$ cat src/verilog/vsap_pkg.sv
package vsap_pkg;
	// System clock
	localparam int unsigned CLK_HZ_INT = 10_000_000;
	localparam logic [24:0] CLK_HZ     = 25'(CLK_HZ_INT);

	// Audio framing
	localparam int unsigned WORD_BITS      = 16;
	localparam int unsigned PCM_FRAME_BITS = 16;
	localparam int unsigned I2S_FRAME_BITS = 32;
	localparam logic [3:0]  WORD_LAST      = 4'(WORD_BITS - 1);
	localparam logic [3:0]  WORD_FIRST     = 4'h0;
	localparam logic [4:0]  PCM_LAST       = 5'(PCM_FRAME_BITS - 1);
	localparam logic [4:0]  I2S_LAST       = 5'(I2S_FRAME_BITS - 1);
	localparam logic [4:0]  I2S_WS_RISE    = 5'(WORD_BITS - 1);
	localparam logic [4:0]  BIT_FIRST      = 5'h00;
	localparam int unsigned RATE_LO_HZ     = 16_000;
	localparam int unsigned RATE_HI_HZ     = 48_000;

	// Bit-clock phase increments: two toggles per bit, accumulated modulo CLK_HZ
	localparam logic [24:0] INC_PCM_LO = 25'(2 * PCM_FRAME_BITS * RATE_LO_HZ);
	localparam logic [24:0] INC_PCM_HI = 25'(2 * PCM_FRAME_BITS * RATE_HI_HZ);
	localparam logic [24:0] INC_I2S_LO = 25'(2 * I2S_FRAME_BITS * RATE_LO_HZ);
	localparam logic [24:0] INC_I2S_HI = 25'(2 * I2S_FRAME_BITS * RATE_HI_HZ);

	// Control bus timing, least quarter period of the serial clock
	localparam int unsigned I2C_QUARTER_NS  = 2500;
	localparam int unsigned I2C_QUARTER_CYC =
		(I2C_QUARTER_NS * (CLK_HZ_INT / 1_000_000) + 999) / 1000;
	localparam logic [11:0] I2C_Q_LAST      = 12'(I2C_QUARTER_CYC - 1);
	localparam logic [1:0]  I2C_BYTE_LAST   = 2'h2;
	localparam logic [3:0]  I2C_ACK_BIT     = 4'h8;

	// Codec reference clock default half period in system cycles
	localparam int unsigned REF_HALF_DEFAULT = 2;

	typedef enum logic [8:0] {
		I2C_IDLE  = 9'h001,
		I2C_FREE  = 9'h002,
		I2C_START = 9'h004,
		I2C_LOW   = 9'h008,
		I2C_HIGH  = 9'h010,
		I2C_STOPA = 9'h020,
		I2C_STOPB = 9'h040,
		I2C_STOPC = 9'h080,
		I2C_DONE  = 9'h100
	} vsap_i2c_t;
endpackage

$ cat src/verilog/vsap_fifo.sv
`timescale 1ns/100ps
module vsap_fifo #(
	parameter int WIDTH = 16,
	parameter int DEPTH = 8
) (
	input  wire logic             clk,
	input  wire logic             rst,
	input  wire logic             ce,
	input  wire logic             in_valid,
	output logic                  in_ready,
	input  wire logic [WIDTH-1:0] in_data,
	output logic                  out_valid,
	input  wire logic             out_ready,
	output logic      [WIDTH-1:0] out_data
);
	localparam int AW = $clog2(DEPTH);

	logic [WIDTH-1:0] mem [DEPTH];
	logic [AW:0]      wr_q;
	logic [AW:0]      rd_q;
	wire              full  = (wr_q[AW] != rd_q[AW]) && (wr_q[AW-1:0] == rd_q[AW-1:0]);
	wire              empty = (wr_q == rd_q);
	wire              push  = ce && in_valid && !full;
	wire              pop   = ce && out_ready && !empty;

	assign in_ready  = !full;
	assign out_valid = !empty;
	assign out_data  = mem[rd_q[AW-1:0]];

	always_ff @(posedge clk) begin
		if (push) begin
			mem[wr_q[AW-1:0]] <= in_data;
		end
	end

	always_ff @(posedge clk) begin
		if (rst) begin
			wr_q <= '0;
			rd_q <= '0;
		end else begin
			wr_q <= wr_q + (AW+1)'(push);
			rd_q <= rd_q + (AW+1)'(pop);
		end
	end
endmodule // vsap_fifo

$ cat src/verilog/vsap_port.sv
// How it works
// - This block is always the serial audio host and drives the bit clock and frame sync.
// - Framing is either short-sync PCM or long-sync normal I2S, chosen by MODE_I2S.
// - Samples pass as linear two's complement values, untouched in both directions.
// - Each word is 16 bits over sixteen bit clocks, most significant bit first.
// - In PCM mode the frame is 16 bit clocks and each MSB follows the previous LSB directly.
// - In I2S mode the frame is 32 bit clocks holding two 16-bit slots.
// - The frame rate is 16 kHz or 48 kHz, chosen by RATE_48K.
// - The bit clock runs at 16 times the rate in PCM mode and 32 times it in I2S mode.
// - A separate reference clock for the codec is driven independently of the bit clock.
// - The codec is configured by a byte-write control bus master that shares the bus.
`timescale 1ns/100ps
module vsap_port #(
	parameter int FIFO_DEPTH = 8,
	parameter int REF_HALF   = vsap_pkg::REF_HALF_DEFAULT
) (
	input  wire logic        CLK_SYS,
	input  wire logic        SYS_RST,
	input  wire logic        CLK_EN,
	input  wire logic        AUDIO_EN,
	input  wire logic        MODE_I2S,
	input  wire logic        RATE_48K,
	input  wire logic        TX_VALID,
	output logic             TX_READY,
	input  wire logic [15:0] TX_DATA,
	output logic             TX_UNDERRUN,
	output logic             RX_VALID,
	output logic      [15:0] RX_DATA,
	output logic             RX_SLOT,
	output logic             BCLK_OUT,
	output logic             FSYNC_OUT,
	output logic             DOUT,
	input  wire logic        DIN,
	output logic             CODEC_REFERENCE_CLOCK_OUT,
	input  wire logic        CFG_VALID,
	output logic             CFG_READY,
	input  wire logic [6:0]  CFG_DEV_ADDR,
	input  wire logic [7:0]  CFG_REG_ADDR,
	input  wire logic [7:0]  CFG_WR_DATA,
	output logic             CFG_DONE,
	output logic             CFG_NACK,
	output logic             CFG_ARB_LOST,
	input  wire logic        I2C_SCL_IN,
	output logic             I2C_SCL_OUT,
	output logic             I2C_SCL_OE_N,
	input  wire logic        I2C_SDA_IN,
	output logic             I2C_SDA_OUT,
	output logic             I2C_SDA_OE_N
);
	// ---------------- Pin synchronisers ----------------
	logic [1:0] din_sync_q;
	logic [1:0] scl_sync_q;
	logic [1:0] sda_sync_q;
	wire        din_s = din_sync_q[1];
	wire        scl_s = scl_sync_q[1];
	wire        sda_s = sda_sync_q[1];

	always_ff @(posedge CLK_SYS) begin
		if (SYS_RST) begin
			din_sync_q <= 2'h0;
			scl_sync_q <= 2'h3;
			sda_sync_q <= 2'h3;
		end else if (CLK_EN) begin
			din_sync_q <= {din_sync_q[0], DIN};
			scl_sync_q <= {scl_sync_q[0], I2C_SCL_IN};
			sda_sync_q <= {sda_sync_q[0], I2C_SDA_IN};
		end
	end

	// ---------------- Codec reference clock ----------------
	logic [15:0] ref_cnt_q;
	logic        ref_clk_q;
	wire         ref_wrap = (ref_cnt_q == 16'(REF_HALF - 1));

	always_ff @(posedge CLK_SYS) begin
		if (SYS_RST) begin
			ref_cnt_q <= 16'h0000;
			ref_clk_q <= 1'b0;
		end else if (CLK_EN) begin
			ref_cnt_q <= ref_wrap ? 16'h0000 : ref_cnt_q + 16'h0001;
			ref_clk_q <= ref_clk_q ^ ref_wrap;
		end
	end
	assign CODEC_REFERENCE_CLOCK_OUT = ref_clk_q;

	// ---------------- Audio link ----------------
	logic        run_q;
	logic        mode_q;
	logic        rate_q;
	logic [24:0] acc_q;
	logic        bclk_q;
	logic [4:0]  bit_q;
	logic        fs_q;
	logic        seen_fall_q;
	logic [15:0] tx_sh_q;
	logic [15:0] rx_sh_q;
	logic        rx_valid_q;
	logic [15:0] rx_data_q;
	logic        rx_slot_q;
	logic        underrun_q;

	// Rate and framing are caught at start so a live change cannot tear a frame
	wire         start    = AUDIO_EN && !run_q;
	wire [24:0]  inc      = mode_q ? (rate_q ? vsap_pkg::INC_I2S_HI : vsap_pkg::INC_I2S_LO)
	                               : (rate_q ? vsap_pkg::INC_PCM_HI : vsap_pkg::INC_PCM_LO);
	wire [24:0]  acc_sum  = acc_q + inc;
	wire         tick     = run_q && (acc_sum >= vsap_pkg::CLK_HZ);
	wire         fall     = tick && bclk_q;
	wire         rise     = tick && !bclk_q;
	wire [4:0]   fr_last  = mode_q ? vsap_pkg::I2S_LAST : vsap_pkg::PCM_LAST;
	wire [4:0]   bit_nx   = (bit_q == fr_last) ? vsap_pkg::BIT_FIRST : bit_q + 5'h01;
	wire         slot_new = (bit_nx[3:0] == vsap_pkg::WORD_FIRST);
	wire         ws_nx    = (bit_nx >= vsap_pkg::I2S_WS_RISE) && (bit_nx != vsap_pkg::I2S_LAST);
	wire         pcm_fs   = (bit_nx == vsap_pkg::PCM_LAST);
	wire         fs_nx    = mode_q ? ws_nx : pcm_fs;
	wire         word_end = (bit_q[3:0] == vsap_pkg::WORD_LAST);
	wire [15:0]  rx_word  = {rx_sh_q[14:0], din_s};

	wire         fifo_valid;
	wire [15:0]  fifo_data;
	// The serialiser is the only drain; it stalls the queue between slots
	wire         fifo_pop = fall && slot_new;

	vsap_fifo #(
		.WIDTH (vsap_pkg::WORD_BITS),
		.DEPTH (FIFO_DEPTH)
	) u_tx_fifo (
		.clk       (CLK_SYS),
		.rst       (SYS_RST || !run_q),
		.ce        (CLK_EN),
		.in_valid  (TX_VALID),
		.in_ready  (TX_READY),
		.in_data   (TX_DATA),
		.out_valid (fifo_valid),
		.out_ready (fifo_pop),
		.out_data  (fifo_data)
	);

	always_ff @(posedge CLK_SYS) begin
		if (SYS_RST) begin
			run_q  <= 1'b0;
			mode_q <= 1'b0;
			rate_q <= 1'b0;
		end else if (CLK_EN) begin
			run_q <= AUDIO_EN;
			if (start) begin
				mode_q <= MODE_I2S;
				rate_q <= RATE_48K;
			end
		end
	end

	always_ff @(posedge CLK_SYS) begin
		if (SYS_RST || (CLK_EN && !run_q)) begin
			acc_q  <= 25'h0000000;
			bclk_q <= 1'b0;
		end else if (CLK_EN) begin
			acc_q  <= tick ? acc_sum - vsap_pkg::CLK_HZ : acc_sum;
			bclk_q <= bclk_q ^ tick;
		end
	end

	// Frame sync loaded at start reflects the last bit so the first falling edge opens a frame
	always_ff @(posedge CLK_SYS) begin
		if (SYS_RST) begin
			bit_q       <= vsap_pkg::PCM_LAST;
			fs_q        <= 1'b0;
			tx_sh_q     <= 16'h0000;
			seen_fall_q <= 1'b0;
			underrun_q  <= 1'b0;
		end else if (CLK_EN) begin
			underrun_q <= fall && slot_new && !fifo_valid;
			if (start) begin
				bit_q       <= MODE_I2S ? vsap_pkg::I2S_LAST : vsap_pkg::PCM_LAST;
				fs_q        <= !MODE_I2S;
				tx_sh_q     <= 16'h0000;
				seen_fall_q <= 1'b0;
			end else if (!run_q) begin
				fs_q <= 1'b0;
			end else if (fall) begin
				bit_q       <= bit_nx;
				fs_q        <= fs_nx;
				seen_fall_q <= 1'b1;
				if (slot_new) begin
					// Empty queue sends silence rather than stale data
					tx_sh_q <= fifo_valid ? fifo_data : 16'h0000;
				end else begin
					tx_sh_q <= {tx_sh_q[14:0], 1'b0};
				end
			end
		end
	end

	always_ff @(posedge CLK_SYS) begin
		if (SYS_RST) begin
			rx_sh_q    <= 16'h0000;
			rx_valid_q <= 1'b0;
			rx_data_q  <= 16'h0000;
			rx_slot_q  <= 1'b0;
		end else if (CLK_EN) begin
			rx_valid_q <= rise && seen_fall_q && word_end;
			if (rise) begin
				rx_sh_q <= rx_word;
				if (seen_fall_q && word_end) begin
					rx_data_q <= rx_word;
					rx_slot_q <= mode_q && bit_q[4];
				end
			end
		end
	end

	assign BCLK_OUT    = bclk_q;
	assign FSYNC_OUT   = fs_q;
	assign DOUT        = tx_sh_q[15];
	assign RX_VALID    = rx_valid_q;
	assign RX_DATA     = rx_data_q;
	assign RX_SLOT     = rx_slot_q;
	assign TX_UNDERRUN = underrun_q;

	// ---------------- Codec control bus master ----------------
	vsap_pkg::vsap_i2c_t st_q;
	vsap_pkg::vsap_i2c_t st_d;
	logic [11:0] q_cnt_q;
	logic [1:0]  byte_q;
	logic [3:0]  bitn_q;
	logic [23:0] msg_q;
	logic        scl_low_q;
	logic        sda_low_q;
	logic        nack_q;
	logic        done_q;
	logic        lost_q;

	wire q_done   = (q_cnt_q == vsap_pkg::I2C_Q_LAST);
	wire bus_free = scl_s && sda_s;
	wire ack_bit  = (bitn_q == vsap_pkg::I2C_ACK_BIT);
	wire my_bit   = ack_bit ? 1'b1 : msg_q[23];
	// Another master pulling data low while we release it means we lost the bus
	wire arb_lost = (st_q == vsap_pkg::I2C_HIGH) && scl_s && !ack_bit && my_bit && !sda_s;
	wire last_bit = ack_bit && (byte_q == vsap_pkg::I2C_BYTE_LAST);

	always_comb begin
		st_d = st_q;
		unique case (st_q)
			vsap_pkg::I2C_IDLE:  if (CFG_VALID) st_d = vsap_pkg::I2C_FREE;
			vsap_pkg::I2C_FREE:  if (bus_free && q_done) st_d = vsap_pkg::I2C_START;
			vsap_pkg::I2C_START: if (q_done) st_d = vsap_pkg::I2C_LOW;
			vsap_pkg::I2C_LOW:   if (q_done) st_d = vsap_pkg::I2C_HIGH;
			vsap_pkg::I2C_HIGH: begin
				if (arb_lost) begin
					st_d = vsap_pkg::I2C_DONE;
				end else if (scl_s && q_done) begin
					if (ack_bit && (sda_s || last_bit)) st_d = vsap_pkg::I2C_STOPA;
					else st_d = vsap_pkg::I2C_LOW;
				end
			end
			vsap_pkg::I2C_STOPA: if (q_done) st_d = vsap_pkg::I2C_STOPB;
			vsap_pkg::I2C_STOPB: if (scl_s && q_done) st_d = vsap_pkg::I2C_STOPC;
			vsap_pkg::I2C_STOPC: if (q_done) st_d = vsap_pkg::I2C_DONE;
			vsap_pkg::I2C_DONE:  st_d = vsap_pkg::I2C_IDLE;
			default:             st_d = vsap_pkg::I2C_IDLE;
		endcase
	end

	always_ff @(posedge CLK_SYS) begin
		if (SYS_RST) begin
			st_q      <= vsap_pkg::I2C_IDLE;
			q_cnt_q   <= 12'h000;
			byte_q    <= 2'h0;
			bitn_q    <= 4'h0;
			msg_q     <= 24'h000000;
			scl_low_q <= 1'b0;
			sda_low_q <= 1'b0;
			nack_q    <= 1'b0;
			lost_q    <= 1'b0;
			done_q    <= 1'b0;
		end else if (CLK_EN) begin
			st_q   <= st_d;
			done_q <= (st_q == vsap_pkg::I2C_DONE);
			// Clock stretching: the count holds while a target keeps the clock low
			if (st_d != st_q || (st_q == vsap_pkg::I2C_FREE && !bus_free)) begin
				q_cnt_q <= 12'h000;
			end else if (!(st_q inside {vsap_pkg::I2C_HIGH, vsap_pkg::I2C_STOPB}) || scl_s) begin
				q_cnt_q <= q_done ? q_cnt_q : q_cnt_q + 12'h001;
			end
			unique case (st_q)
				vsap_pkg::I2C_IDLE: begin
					if (CFG_VALID) begin
						msg_q  <= {CFG_DEV_ADDR, 1'b0, CFG_REG_ADDR, CFG_WR_DATA};
						nack_q <= 1'b0;
						lost_q <= 1'b0;
						byte_q <= 2'h0;
						bitn_q <= 4'h0;
					end
				end
				vsap_pkg::I2C_START: sda_low_q <= 1'b1;
				vsap_pkg::I2C_LOW: begin
					scl_low_q <= 1'b1;
					// Data moves only once the clock is low, so no target sees a false start
					if (scl_low_q) begin
						sda_low_q <= !my_bit;
					end
				end
				vsap_pkg::I2C_HIGH: begin
					scl_low_q <= 1'b0;
					if (arb_lost) begin
						lost_q    <= 1'b1;
						sda_low_q <= 1'b0;
					end else if (scl_s && q_done) begin
						if (ack_bit) begin
							nack_q <= sda_s;
							bitn_q <= 4'h0;
							byte_q <= byte_q + 2'h1;
						end else begin
							bitn_q <= bitn_q + 4'h1;
							msg_q  <= {msg_q[22:0], 1'b0};
						end
						scl_low_q <= 1'b1;
					end
				end
				vsap_pkg::I2C_STOPA: sda_low_q <= 1'b1;
				vsap_pkg::I2C_STOPB: scl_low_q <= 1'b0;
				vsap_pkg::I2C_STOPC: sda_low_q <= 1'b0;
				default: begin
					scl_low_q <= 1'b0;
					sda_low_q <= 1'b0;
				end
			endcase
		end
	end

	// Open-drain only: the bus is pulled low or released, never driven high
	assign I2C_SCL_OUT  = 1'b0;
	assign I2C_SDA_OUT  = 1'b0;
	assign I2C_SCL_OE_N = !scl_low_q;
	assign I2C_SDA_OE_N = !sda_low_q;
	assign CFG_READY    = (st_q == vsap_pkg::I2C_IDLE);
	assign CFG_DONE     = done_q;
	assign CFG_NACK     = nack_q;
	assign CFG_ARB_LOST = lost_q;
endmodule // vsap_port
$ cat config.mk
export PLATFORM = sky130hd
export DESIGN_NAME = vsap_port
export DESIGN_NICKNAME = d
export VERILOG_FILES = /design/src/verilog/vsap_pkg.sv /design/src/verilog/vsap_fifo.sv /design/src/verilog/vsap_port.sv
export SDC_FILE = /design/constraint.sdc
export NUM_CORES = 1
export LEC_CHECK = 0
export BUFFER_PORTS_ARGS = -buffer_cell sky130_fd_sc_hd__buf_2
export CORE_UTILIZATION = 61
export CTS_CLUSTER_SIZE = 28
export DETAILED_ROUTE_END_ITERATION = 10
export PLACE_DENSITY_LB_ADDON = 0.2
export SLEW_MARGIN = 20
export SYNTH_ARGS = -nofsm -noshare
export SYNTH_HDL_FRONTEND = slang
export SYNTH_SLANG_ARGS = --single-unit
$ cat constraint.sdc
create_clock -name CLK_SYS -period 5.9 [get_ports CLK_SYS]
set_input_delay 0.295 -clock CLK_SYS [delete_from_list [all_inputs] [get_ports CLK_SYS]]
set_output_delay 0.295 -clock CLK_SYS [all_outputs]
set_load 0.02 [all_outputs]
==> results.toml <==
[outcome]
status = "finished, final reports clean"

[detailed_routing]
first_iter_violations = 615
wl_per_cell_um = 17.2
wirelength_mm = 28.9
antenna_left = 0
drcViolationCount = 0
num_vias = 9999
vias_per_cell = 5.93
drtPass1Iterations = 7

[clock_tree]
clock_path_buffers = 3
cts_tree = "done"
clk_latency_ns = 0.58
post-cts-setup-buffers = 0
cts_htree_levels = 1
clock_sinks = 294
numCtsBuffers = 30
cts_resized = 0
clk_pin_slew_worst_paths_ns = 0.07
cts-root-buf = "clkbuf_16"

[hold_path]
min_path_type = "primary input to register"
hold_path_depth = 1
min_to = "u_tx_fifo.mem[7][14]"
hp-start = "TX_DATA[14]"

[floorplanning]
start_util = 0.621
die_x_um = 151
std_cell_rows = 54
core_um2 = 21800
die_height_um = 151
fp.dieArea_um2 = 22800
io_pins = 82

[job]
max_cap_viol_count = 0

[synthesis]
yosysTopAreaCell = "edfxtp_1"
synth-seq-cells = 294
synth_top_area_share = 0.284
syn_area_um2 = 13500
async_flop_share = 0
synthFlopType = "dfxtp_1"
synth_edf_count = 128
yosys-top-cells-area = "edfxtp_1 (28%), dfxtp_1 (25%), mux4_2 (5.3%)"
synth_seq_area_share = 0.529
yosysMostFrequentCell = "dfxtp_1"
syn_area_per_cell_um2 = 10.3
yosysWarnings = 0
synth.distinct_cells = 82
netlist_top_cells_count = "dfxtp_1 (166), nand2_1 (148), nor2_1 (148)"
syn_inst = 1313

[critical_path]
reg2regPathDepth = 15
crit_family = "compound AO/OA/AOI/OAI gates"
endpoint_kind = "register"
path_buf_inv = 1
start_kind = "register"
r2r_slack_ns = 0.75
r2r_end = "RX_DATA[4]"
critical_path.max_stage_delay_ns = 0.60
critical_path_class = "register to register"
critPathSlowestCell = "nand3_1"
cp_cell_sequence = "inv_1 > ha_1 > fa_1 > a211oi_1 > o211ai_1 > a31oi_1 > nor2_1 > xor2_1 > a211oi_1 > a211oi_2 > ha_1 > and2_1 > nand3_1 > nand2_1 > a21oi_1"
worstPathMaxFanout = 18
crit_arrival_ns = 5.52
required_ns = 6.28
r2r-start = "mode_q"

[timing]
slew_headroom = 0.315
setup_viol = 0
report.final.hold_viol_count = 0
final.setup.worst_slack_ns = 0.752
period_share = 0.873
clock_skew_ns = 0.0430
fmax_ghz = 0.194
rsz0062_at_grt = "no"
tightest_slew_ns = 1.02
maxSlewViolCount = 0
period_needed_ns = 5.15
fin_setup_tns_ns = 0

[grt]
grt_pass1_vias = 9308
overflow = 0
grt_usage = 0.254
grt_pass1_wl_mm = 45.9
antenna_found_initial = 0
grt_max_degree = 93

[placed_design]
dp_worst_setup_slack_ns = 0.818
port_buffers = 79
dpl.hpwl_mm = 18.3
gp_congestion = 0.940

[finish]
drive_gt1_frac = 0.140
antenna_cells = 0
nets = 1461
area_delta_synth_final_pct = 13.0
fillers = 1611

[power_and_ir_drop]
ir_worst_vdd_uv = 248
fin_total_pwr_mw = 4.38
power_density_nw_per_um2 = 286
p_leak_nw = 5.61
## power breakdown
part / internal, mW / leakage (nW) / switching [mW]
Combinational: 0.130 / 2.64 / 0.214
Sequential: 2.16 / 2.50 / 0.0343
Clock: 1.06 / 0.467 / 0.784
Total: 3.35 / 5.61 / 1.03
## worst register-to-register path, delay by kind of cell (launching register included)
| kind | cells | cell delay (ns) |
|---|---|---|
| XOR/XNOR | 1 | 0.25 |
| AND/OR/NAND/NOR | 4 | 1.51 |
| flip-flops | 1 | 0.47 |
| AO/OA/AOI/OAI | 6 | 1.65 |
| adder cells (fa/ha/maj) | 3 | 0.98 |
| buffers and inverters | 1 | 0.10 |
## cells by family (layout without fill, tap and decap cells)
family,after synthesis,in the layout,share of synthesized area
adder cells (fa/ha/maj),29,29,0.0271
flip-flops,294,294,0.529
XOR/XNOR,56,56,0.0362
AND/OR/NAND/NOR,480,480,0.167
AO/OA/AOI/OAI,260,260,0.118
other,1,2,0.000277
buffers and inverters,112,204,0.0330
multiplexers,81,81,0.0895
## worst max-delay path by stage
stage	start	to	slack, ns	depth (start not counted)
floorplan	mode_q	RX_DATA[10]	1.47	19
global placement	mode_q	RX_DATA[7]	0.95	15
detailed placement	mode_q	tx_sh_q[0]	0.82	17
CTS	mode_q	RX_DATA[7]	0.76	15
global route	mode_q	RX_DATA[5]	0.21	15
finish	mode_q	RX_DATA[4]	0.75	15
## cells in the final DEF (no fill, tap or decap), types with 5 or more instances in the layout
master / n
buf_4: 19
nand2b_1: 11
nand4_1: 13
xnor2_1: 20
clkbuf_16: 30
edfxtp_1: 128
and3_1: 18
o22ai_1: 6
a211oi_1: 34
o21ai_0: 46
dfxtp_1: 165
ha_1: 27
inv_1: 31
nor2_1: 147
or4_1: 5
clkinv_1: 6
o21a_1: 7
xor2_1: 36
dlygate4sd3_1: 20
a21oi_1: 117
nor3_1: 45
buf_2: 78
mux4_2: 32
nor4_1: 11
mux2i_1: 48
clkinv_2: 6
nand3_1: 34
nand2_1: 148
nor2b_1: 7
## sequential cells by signal, indices dropped and copies added (netlist names), 5 cells and up
register and count:
msg_q 24, bit_q 5, u_tx_fifo.mem 128, ref_cnt_q 16, q_cnt_q 12, RX_DATA 16
st_q 9, tx_sh_q 16, rx_sh_q 15, acc_q 18
## area by class of cell
class / instances / area [µm²] / area share
clock buffer: 37 / 807 / 0.0527
clock inverter: 18 / 166 / 0.0109
inverter: 32 / 120 / 0.00785
multi-input combinational: 908 / 5960 / 0.390
sequential: 294 / 7170 / 0.468
tap: 280 / 350 / 0.0229
timing repair buffer: 117 / 733 / 0.0479
## what timing repair did
action,in CTS,in global routing
endpoints found under the setup margin,0,0
hold buffers,20,0
hold endpoints to repair,118,0
## through the flow
step	hold slack [ns]	util	cell area, µm²	std cells
floorplan	0.394	-	13600	1314
finish	0.0144	0.701	15300	1686
global placement	0.444	0.648	14100	1611
CTS	0.00494	0.701	15300	1686
detailed placement	0.447	0.648	14100	1611
global route	0.0168	0.701	15300	1686
## layer usage
layer,share of wire,vias to the layer above,track usage
met5,0,-,0
met4,0.022,0,0.0685
met3,0.044,49,0.0298
met2,0.50,265,0.444
met1,0.43,4782,0.334
li1,-,4903,-
No activity file was read; power rests on OpenSTA's default activity.
